[src/logic/asq_cfg.svh]
// Constants for the step 14 configuration register of the auxiliary sequencer.
// Assumes AXI4-Lite with 32-bit data; register indices are word indices.
//
// Contract
// - Bit 15 set includes step 14, cleared excludes.
// - Gain bits 14:13: 00=1, 01=2, 1x=4.
// - Bit 4: 0 ground reference, 1 analog input 7.
// - Positive codes 0000..0111 select analog inputs 0..7.
// - Code 1000 temperature, 1001 internal short, auto negative.
// - Automatic negative codes ignore the negative-input bit.
// - Register at index 9Eh, resets to 000Eh.
`ifndef ASQ_CFG_SVH
`define ASQ_CFG_SVH

`define ASQ_ADDR_W 12
`define ASQ_CFG_INDEX 10'h09e
`define ASQ_CFG_RESET 16'h000e
`define ASQ_CFG_WMASK 16'he01f
`define ASQ_EN_BIT 15
`define ASQ_GAIN_MSB 14
`define ASQ_GAIN_LSB 13
`define ASQ_RSV_MSB 12
`define ASQ_RSV_LSB 5
`define ASQ_NEG_BIT 4
`define ASQ_POS_MSB 3
`define ASQ_POS_LSB 0
`define ASQ_POS_TEMP 4'h8
`define ASQ_POS_SHORT 4'h9
`define ASQ_RESP_OKAY 2'h0
`define ASQ_RESP_DECERR 2'h3

`endif

[src/logic/asq_pkg.sv]
// Types shared by the step 14 configuration register and its field decoder.
// Assumes the constants header is included by each user.
package asq_pkg;

	typedef enum logic [1:0] {
		ASQ_GAIN_X1,
		ASQ_GAIN_X2,
		ASQ_GAIN_X4
	} asq_gain_t;

	typedef enum logic [1:0] {
		ASQ_NEG_GND,
		ASQ_NEG_AIN7,
		ASQ_NEG_AUTO
	} asq_neg_t;

	typedef enum logic [1:0] {
		ASQ_POS_AIN,
		ASQ_POS_TEMP,
		ASQ_POS_SHORT,
		ASQ_POS_OTHER
	} asq_pos_t;

endpackage

[src/logic/asq_field_decode.sv]
// Field decoder for the step 14 configuration word.
// Assumes the word comes from a register on the same clock.
`timescale 1ns/100ps
`include "asq_cfg.svh"

module asq_field_decode
	import asq_pkg::*;
(
	input logic ref_clk_i,
	input logic rst_n_i,
	input logic [15:0] cfg_i,
	output logic step_en_o,
	output asq_gain_t gain_o,
	output asq_pos_t pos_kind_o,
	output logic [2:0] pos_ain_o,
	output logic [3:0] pos_code_o,
	output asq_neg_t neg_o
);

	wire [3:0] code_w = cfg_i[`ASQ_POS_MSB:`ASQ_POS_LSB];
	wire [1:0] gsel_w = cfg_i[`ASQ_GAIN_MSB:`ASQ_GAIN_LSB];
	// Every code from 1000 upward picks its own negative input
	wire auto_neg_w = code_w[3];
	wire asq_gain_t gain_w = (gsel_w == 2'h0) ? ASQ_GAIN_X1 :
		(gsel_w == 2'h1) ? ASQ_GAIN_X2 : ASQ_GAIN_X4;
	wire asq_pos_t pos_w = !code_w[3] ? ASQ_POS_AIN :
		(code_w == `ASQ_POS_TEMP) ? ASQ_POS_TEMP :
		(code_w == `ASQ_POS_SHORT) ? ASQ_POS_SHORT : ASQ_POS_OTHER;
	wire asq_neg_t neg_w = auto_neg_w ? ASQ_NEG_AUTO :
		(cfg_i[`ASQ_NEG_BIT] ? ASQ_NEG_AIN7 : ASQ_NEG_GND);

	// Outputs are registered so the analog controls never see decode glitches
	always_ff @(posedge ref_clk_i or negedge rst_n_i) begin
		if (!rst_n_i) begin
			step_en_o <= 1'b0;
			gain_o <= ASQ_GAIN_X1;
			pos_kind_o <= ASQ_POS_OTHER;
			pos_ain_o <= 3'h0;
			pos_code_o <= 4'he;
			neg_o <= ASQ_NEG_AUTO;
		end else begin
			step_en_o <= cfg_i[`ASQ_EN_BIT];
			gain_o <= gain_w;
			pos_kind_o <= pos_w;
			pos_ain_o <= code_w[2:0];
			pos_code_o <= code_w;
			neg_o <= neg_w;
		end
	end

endmodule

[src/logic/asq_step14_cfg.sv]
// Step 14 configuration register of the auxiliary converter sequencer,
// reached as an AXI4-Lite slave, with the decoded fields driven out.
// Assumes one write and one read outstanding at most, on one clock.
`timescale 1ns/100ps
`include "asq_cfg.svh"

module asq_step14_cfg
	import asq_pkg::*;
(
	input logic ref_clk_i,
	input logic rst_n_i,
	input logic [`ASQ_ADDR_W-1:0] s_axi_awaddr_i,
	input logic s_axi_awvalid_i,
	output logic s_axi_awready_o,
	input logic [31:0] s_axi_wdata_i,
	input logic [3:0] s_axi_wstrb_i,
	input logic s_axi_wvalid_i,
	output logic s_axi_wready_o,
	output logic [1:0] s_axi_bresp_o,
	output logic s_axi_bvalid_o,
	input logic s_axi_bready_i,
	input logic [`ASQ_ADDR_W-1:0] s_axi_araddr_i,
	input logic s_axi_arvalid_i,
	output logic s_axi_arready_o,
	output logic [31:0] s_axi_rdata_o,
	output logic [1:0] s_axi_rresp_o,
	output logic s_axi_rvalid_o,
	input logic s_axi_rready_i,
	output logic [15:0] cfg_word_o,
	output logic step14_enable_o,
	output asq_gain_t step14_gain_o,
	output asq_pos_t step14_pos_kind_o,
	output logic [2:0] step14_pos_ain_o,
	output logic [3:0] step14_positive_input_select_o,
	output asq_neg_t step14_neg_o
);

	logic aw_full_r;
	logic [`ASQ_ADDR_W-1:0] aw_addr_r;
	logic w_full_r;
	logic [31:0] w_data_r;
	logic [3:0] w_strb_r;
	logic bvalid_r;
	logic [1:0] bresp_r;
	logic rvalid_r;
	logic [31:0] rdata_r;
	logic [1:0] rresp_r;
	logic [15:0] cfg_r;
	logic [15:0] cfg_nxt;

	// Handshakes
	wire aw_take_w = s_axi_awvalid_i & ~aw_full_r;
	wire w_take_w = s_axi_wvalid_i & ~w_full_r;
	// A write commits only once both halves are held and the last response left
	wire do_write_w = aw_full_r & w_full_r & ~bvalid_r;
	wire ar_take_w = s_axi_arvalid_i & ~rvalid_r;

	// Address decode
	wire wr_hit_w = (aw_addr_r[`ASQ_ADDR_W-1:2] == `ASQ_CFG_INDEX);
	wire rd_hit_w = (s_axi_araddr_i[`ASQ_ADDR_W-1:2] == `ASQ_CFG_INDEX);
	wire wr_go_w = do_write_w & wr_hit_w;

	// Byte lanes above 15 carry nothing; reserved bits never load
	wire [15:0] lane_w = {{8{w_strb_r[1]}}, {8{w_strb_r[0]}}};
	wire [15:0] wmask_w = lane_w & `ASQ_CFG_WMASK;

	always_comb begin
		cfg_nxt = cfg_r;
		if (wr_go_w) begin
			cfg_nxt = (cfg_r & ~wmask_w) | (w_data_r[15:0] & wmask_w);
		end
	end

	// Read data: upper half and reserved bits come back as zero
	wire [31:0] rd_word_w = rd_hit_w ? {16'h0000, cfg_r} : 32'h0000_0000;
	wire [1:0] rd_resp_w = rd_hit_w ? `ASQ_RESP_OKAY : `ASQ_RESP_DECERR;
	wire [1:0] wr_resp_w = wr_hit_w ? `ASQ_RESP_OKAY : `ASQ_RESP_DECERR;

	assign s_axi_awready_o = ~aw_full_r;
	assign s_axi_wready_o = ~w_full_r;
	assign s_axi_bvalid_o = bvalid_r;
	assign s_axi_bresp_o = bresp_r;
	assign s_axi_arready_o = ~rvalid_r;
	assign s_axi_rvalid_o = rvalid_r;
	assign s_axi_rdata_o = rdata_r;
	assign s_axi_rresp_o = rresp_r;
	assign cfg_word_o = cfg_r;

	// Write address holding
	always_ff @(posedge ref_clk_i or negedge rst_n_i) begin
		if (!rst_n_i) begin
			aw_full_r <= 1'b0;
		end else if (aw_take_w) begin
			aw_full_r <= 1'b1;
		end else if (do_write_w) begin
			aw_full_r <= 1'b0;
		end
	end

	always_ff @(posedge ref_clk_i or negedge rst_n_i) begin
		if (!rst_n_i) begin
			aw_addr_r <= '0;
		end else if (aw_take_w) begin
			aw_addr_r <= s_axi_awaddr_i;
		end
	end

	// Write data holding
	always_ff @(posedge ref_clk_i or negedge rst_n_i) begin
		if (!rst_n_i) begin
			w_full_r <= 1'b0;
		end else if (w_take_w) begin
			w_full_r <= 1'b1;
		end else if (do_write_w) begin
			w_full_r <= 1'b0;
		end
	end

	always_ff @(posedge ref_clk_i or negedge rst_n_i) begin
		if (!rst_n_i) begin
			w_data_r <= 32'h0000_0000;
			w_strb_r <= 4'h0;
		end else if (w_take_w) begin
			w_data_r <= s_axi_wdata_i;
			w_strb_r <= s_axi_wstrb_i;
		end
	end

	// Write response
	always_ff @(posedge ref_clk_i or negedge rst_n_i) begin
		if (!rst_n_i) begin
			bvalid_r <= 1'b0;
			bresp_r <= `ASQ_RESP_OKAY;
		end else if (do_write_w) begin
			bvalid_r <= 1'b1;
			bresp_r <= wr_resp_w;
		end else if (s_axi_bready_i) begin
			bvalid_r <= 1'b0;
		end
	end

	// Read channel; data is captured at the address edge
	always_ff @(posedge ref_clk_i or negedge rst_n_i) begin
		if (!rst_n_i) begin
			rvalid_r <= 1'b0;
			rdata_r <= 32'h0000_0000;
			rresp_r <= `ASQ_RESP_OKAY;
		end else if (ar_take_w) begin
			rvalid_r <= 1'b1;
			rdata_r <= rd_word_w;
			rresp_r <= rd_resp_w;
		end else if (s_axi_rready_i) begin
			rvalid_r <= 1'b0;
		end
	end

	// The configuration register itself
	always_ff @(posedge ref_clk_i or negedge rst_n_i) begin
		if (!rst_n_i) begin
			cfg_r <= `ASQ_CFG_RESET;
		end else begin
			cfg_r <= cfg_nxt;
		end
	end

	// Decoded fields lag the register by one cycle
	asq_field_decode u_decode (
		.ref_clk_i(ref_clk_i),
		.rst_n_i(rst_n_i),
		.cfg_i(cfg_r),
		.step_en_o(step14_enable_o),
		.gain_o(step14_gain_o),
		.pos_kind_o(step14_pos_kind_o),
		.pos_ain_o(step14_pos_ain_o),
		.pos_code_o(step14_positive_input_select_o),
		.neg_o(step14_neg_o)
	);

	// Checks
	logic seen_wr_r;

	always_ff @(posedge ref_clk_i or negedge rst_n_i) begin
		if (!rst_n_i) begin
			seen_wr_r <= 1'b0;
		end else if (wr_go_w) begin
			seen_wr_r <= 1'b1;
		end
	end
endmodule

[config.mk]
export PLATFORM = sky130hd
export DESIGN_NAME = asq_step14_cfg
export DESIGN_NICKNAME = d
export VERILOG_FILES = /design/src/logic/asq_pkg.sv /design/src/logic/asq_field_decode.sv /design/src/logic/asq_step14_cfg.sv
export VERILOG_INCLUDE_DIRS = /design/src /design/src/logic
export SDC_FILE = /design/constraint.sdc
export NUM_CORES = 1
export LEC_CHECK = 0
export ABC_AREA = 1
export BUFFER_PORTS_ARGS = -buffer_cell sky130_fd_sc_hd__clkbuf_2
export CORE_ASPECT_RATIO = 0.5
export CORE_MARGIN = 3
export CORE_UTILIZATION = 39
export CTS_BUF_LIST = sky130_fd_sc_hd__clkbuf_16
export CTS_CLUSTER_DIAMETER = 50
export CTS_CLUSTER_SIZE = 12
export DETAILED_ROUTE_END_ITERATION = 8
export PLACE_DENSITY = 0.74
export SETUP_SLACK_MARGIN = 0.5
export SYNTH_ARGS = -nofsm -noshare
export SYNTH_HDL_FRONTEND = slang
export SYNTH_SLANG_ARGS = --single-unit
[constraint.sdc]
create_clock -name ref_clk_i -period 1 [get_ports ref_clk_i]
set_input_delay 0.05 -clock ref_clk_i [delete_from_list [all_inputs] [get_ports ref_clk_i]]
set_output_delay 0.05 -clock ref_clk_i [all_outputs]
set_load 0.01 [all_outputs]
# After elaboration in Yosys (flattened, before gate mapping)
# Index checks and enable logic that the tools add are counted.
# word_totals
register_bits	100
in_bits	67
word_cells	58
out_inout_bits	71
# op_classes
bitwise_logic	14
n_reduce_logical	5
muxes	17
eq_ne	5
# ops
operator	n
$and A16 B16 Y16	2
$eq A10 B8 Y1 const B	2
$mux W16	1
$not A16 Y16	1
$or A16 B16 Y16	1
$mux W2	7
$mux W1	9
$eq A4 B4 Y1 const B	2
$reduce_bool A2 Y1	4
$and A1 B1 Y1	6
$not A1 Y1	4
$eq A2 B1 Y1 const B	1
$logic_not A2 Y1	1

# Longest topological paths before layout
# depth
ltp_word	4
depth_mapped	7
depth_no_buf	7

# By module
# Synthesis repeated with hierarchy kept, for this count alone.
# hier_totals
cells_unflattened	228
area_unflattened_um2	2473.6
# by_module_without_submodules
mod	instances	seq_area_each_um2	cells_per_inst	area_per_inst_um2
asq_step14_cfg	1	1054.8	202	2093.3
asq_field_decode	1	306.5	26	380.4

# Least setup slack after synthesis
# No wires, ideal clock.
# synth_path
path_type	flip-flop to flip-flop
startpoint	reg rvalid_r (netlist: s_axi_rvalid_o)
endpoint	reg rresp_r[0] (netlist: s_axi_rresp_o[0])
stages_incl_launch_ff	7
t_required_ns	0.883
setup_ns	0.117
n_path_buf	0
setup_slack_ns	-0.190
period_less_slack_ns	1.190
t_arrival_ns	1.073
path_cell_list	dfrtp_1 inv_1 nand2_1 nor2_2 nand3_1 o21ai_1 inv_1
# synth_between
elab_chain_cells	2
# synth_rtl
element	line_no	rtl
from (decl)	asq_step14_cfg.sv:45	logic rvalid_r;
from (signal assigned)	asq_step14_cfg.sv:145	rvalid_r <= 1'b0;
from (signal assigned)	asq_step14_cfg.sv:149	rvalid_r <= 1'b1;
from (signal assigned)	asq_step14_cfg.sv:153	rvalid_r <= 1'b0;
$not A1 Y1	-	
via s_axi_arready_o	asq_step14_cfg.sv:24	output logic s_axi_arready_o,
$and A1 B1 Y1	asq_step14_cfg.sv:56	wire ar_take_w = s_axi_arvalid_i & ~rvalid_r;
to (signal assigned)	asq_step14_cfg.sv:147	rresp_r <= `ASQ_RESP_OKAY;
to (signal assigned)	asq_step14_cfg.sv:151	rresp_r <= rd_resp_w;
to (decl)	asq_step14_cfg.sv:47	logic [1:0] rresp_r;
# The timed path passes the listed nets, and every way through them passes these cells.
# A chain may end at the register's enable or synchronous reset.

==> out/summary.txt <==
=================================================================================
Run status                                                           finished with violations
Failing checks                                                       hold timing, setup timing
Worst-skew pair later-pin latency                                          280 ps
Core Region                                                            5682 sq um
Unrepaired setup endpoints after global routing                               yes
CTS H-tree lvls                                                                 2
Slowest cell on crit path                                                 dfrtp_1
Register clock-pin slew on the reported worst setup and hold paths          60 ps
Number of vias after detailed routing                                        1879
Filler Cells Inserted                                                         432
Count of antenna-violating nets left after detailed routing                     0
Total wire length                                                         5703 um
Cell breakdown of the critical path                                  nor2_4 > nand2_2 > nor2_4 > nand3_4 > nand2_2 > nand2_2
Crit-path leading delay family                                       simple AND/OR/NAND/NOR gates
Sum of overflow across all layers after global routing                          0
Sw power                                                                  2324 uW
Number of synthesis warnings                                                    0
Flip-flop and latch count after synthesis                                      54
Clock Path Buffers                                                              2
Worst-path maximum fanout                                                       5
Number of antenna violations at the first check in global routing               0
DIE HEIGHT                                                               61.24 um
Type of the worst setup path                                         register to register
Peak clock frequency supported by timing                                847.5 MHz
Mean routed wirelength per cell                                          13.74 um
Kind of launch point of the worst setup path                             register
Final weighted congestion in routability-driven placement                  0.6782
DRC Markers                                                                     0
Crit path arrival time                                                    1350 ps
Per-instance average area after synthesis                             10.58 sq um
WP depth                                                                        6
Width of the chip                                                        116.5 um
Final setup slack of the worst path                                     -179.9 ps
Clock tree skew after final layout                                       2.131 ps
Required time of the worst setup path                                     1170 ps
Highest cell delay on the worst timing path                                410 ps
Die ar.                                                                7132 sq um
Power Internal                                                            5028 uW
Post-layout utilization of the core                                        0.6254
Critical Path Sink Type                                                  register
Crit. Startpoint                                                     aw_addr_r[8]
Worst min-delay path class                                           primary input to asynchronous set/reset pin
Netlist area before placement                                          2380 sq um
Pin count of the biggest net entering global routing                           55
Period minus WS final                                                     1180 ps
Clock root buffer                                                       clkbuf_16
Worst slack after detailed placement                                    -165.3 ps
Number of sinks handled by clock tree synthesis                                54
Global-route wire length before repair                                    8204 um
Max Cap Viol                                                                    0
Max-slew violation total from the final report                                  0
Final clock period utilization by the worst path                            1.180
Reg2Reg Launch Point                                                 aw_addr_r[8]
Area grow syn2layout                                                       49.32%
Proportion of layout cells with a drive suffix above 1                     0.5789
Number of cells traversed by the worst register-to-register path                6
LEAKAGE                                                               0.001878 uW
Number of global-route vias before repair                                    1790
Net Sw Frac                                                                0.3161
R2R Setup Slk                                                             -180 ps
I/O pin cnt                                                                   138
Fraction of power consumed by combinational cells                           0.359
Synthesized netlist cell count                                                225
Global-route total usage across every layer                                0.1476
Power density of the placed cells                                    2069 nW/um^2
Final-report setup violation count                                             42
Final Hold Vio Count                                                           48
DRT Pass-1 Iters                                                                4
Initial drt markers                                                            70
Synth unique cells                                                             23
Starting Density                                                           0.4189
Most used cell along the critical path                                    nand2_2
Buf+Inv Stages, Crit Path                                                       0
Clock tree from TritonCTS                                                    done
Proportion of synthesized chip area in sequential cells                    0.5720
Number of nets in the layout                                                  409
Clock network fraction of design power                                      0.212
Number of buffers added on ports                                               75
Sequential power share                                                      0.428
Worst hold slack across all endpoints                                   -239.2 ps
Count of standard-cell rows                                                    19
TritonCTS buffer count                                                          5
Dpl hpwl                                                                  3666 um
Setup_tns                                                                -3337 ps
Number of non-filler instances in the completed layout                        415
Inst Count DP                                                                 381
Number of antenna repair diodes                                                 0
Routed vias/inst                                                            4.528
Largest vdd supply drop                                                 0.9486 mV
=================================================================================
-- logic make-up (layout without fill, tap and decap cells) --
| logic type | count (synthesis) | in the layout | synth area share |
|---|---|---|---|
| and+or+nand+nor | 82 | 85 | 0.1640 |
| DFF | 54 | 54 | 0.5720 |
| muxes | 16 | 16 | 0.07728 |
| AOI/OAI and AO/OA | 11 | 11 | 0.02366 |
| other | 1 | 32 | 0.001576 |
| buffers and inverters | 61 | 144 | 0.1614 |
-- power by group through the flow --
stage	Sequential [uW]	Clock, uW	Combinational [uW]
2_1_floorplan	3030	0	1110
5_1_grt	3210	1650	2840
4_1_cts	3100	1590	2210
6_report	3150	1560	2640
3_5_place_dp	3090	0	1600
3_3_place_gp	3060	0	1540
-- how the worst min path moves through the flow --
| stage | startpoint | to |
|---|---|---|
| 2_1_floorplan | rst_n_i | asynchronous set/reset pin |
| 3_3_place_gp | rst_n_i | s_axi_rvalid_o |
| 3_5_place_dp | rst_n_i | s_axi_rvalid_o |
| 4_1_cts | rst_n_i | s_axi_rvalid_o |
| 5_1_grt | rst_n_i | s_axi_rvalid_o |
| 6_report | rst_n_i | u_decode.gain_o[0] |
-- final cells by class --
cell class,instances,area (sq um),share of cell area
tap,73,91.34,0.02570
sequential,54,1363,0.3835
inverter,20,77.57,0.02183
clock buffer,5,125.1,0.03521
timing repair buffer,117,889.6,0.2504
multi-input combinational,144,999.7,0.2813
clock inverter,2,7.507,0.002113
-- metrics by stage --
stage	cell area, sq um	hold WS (ps)	total power (uW)
CTS	3308	-233.0	6897
floorplan	2549	-245.6	4137
global route	3553	-218.4	7700
finish	3553	-239.2	7352
detailed placement	2829	66.84	4690
global placement	2829	62.64	4602
-- cell usage after synthesis, drive strengths merged --
cell / instances / area share
a31oi: 1 / 0.0026
dfrtp: 46 / 0.48
nand2: 41 / 0.068
nor2: 17 / 0.035
nand3: 14 / 0.032
buf: 40 / 0.13
a21oi: 5 / 0.011
nand4: 8 / 0.021
o21ai: 5 / 0.011
conb: 1 / 0.0016
mux2: 16 / 0.077
clkbuf: 1 / 0.0016
nor3: 2 / 0.0084
inv: 20 / 0.032
dfstp: 8 / 0.088
-- cell usage in the layout (no fill, tap or decap), drive strengths merged --
cell type / synthesis / layout
a21oi: 5 / 5
a31oi: 1 / 1
buf: 40 / 81
clkbuf: 1 / 41
conb: 1 / 32
dfrtp: 46 / 46
dfstp: 8 / 8
inv: 20 / 22
mux2: 16 / 16
nand2: 41 / 43
nand3: 14 / 14
nand4: 8 / 8
nor2: 17 / 18
nor3: 2 / 2
o21ai: 5 / 5
-- worst register-to-register path, stage by stage (launching register included) --
cell and delay, ps:
dfrtp_1 410, nor2_4 160, nand2_2 80, nor2_4 160, nand3_4 120, nand2_2 90
nand2_2 50
-- routing by layer --
metal | track usage | vias to the layer above | part of all wire
li1 | - | 891 | -
met5 | 0 | - | 0
met2 | 0.2976 | 65 | 0.56
met4 | 0.03140 | 0 | 0.011
met3 | 0.02552 | 6 | 0.049
met1 | 0.1678 | 917 | 0.38
-- what timing repair did --
| item | in CTS | in global routing |
|---|---|---|
| setup buffers | 17 | 7 |
| gates resized for setup | 51 | 83 |
| gates cloned | 3 | 0 |
| pin swaps | 23 | 18 |
| hold endpoints to repair | 49 | 48 |
| endpoints found under the setup margin | 93 | 93 |
Note: power is estimated with default switching activity, not from simulation.
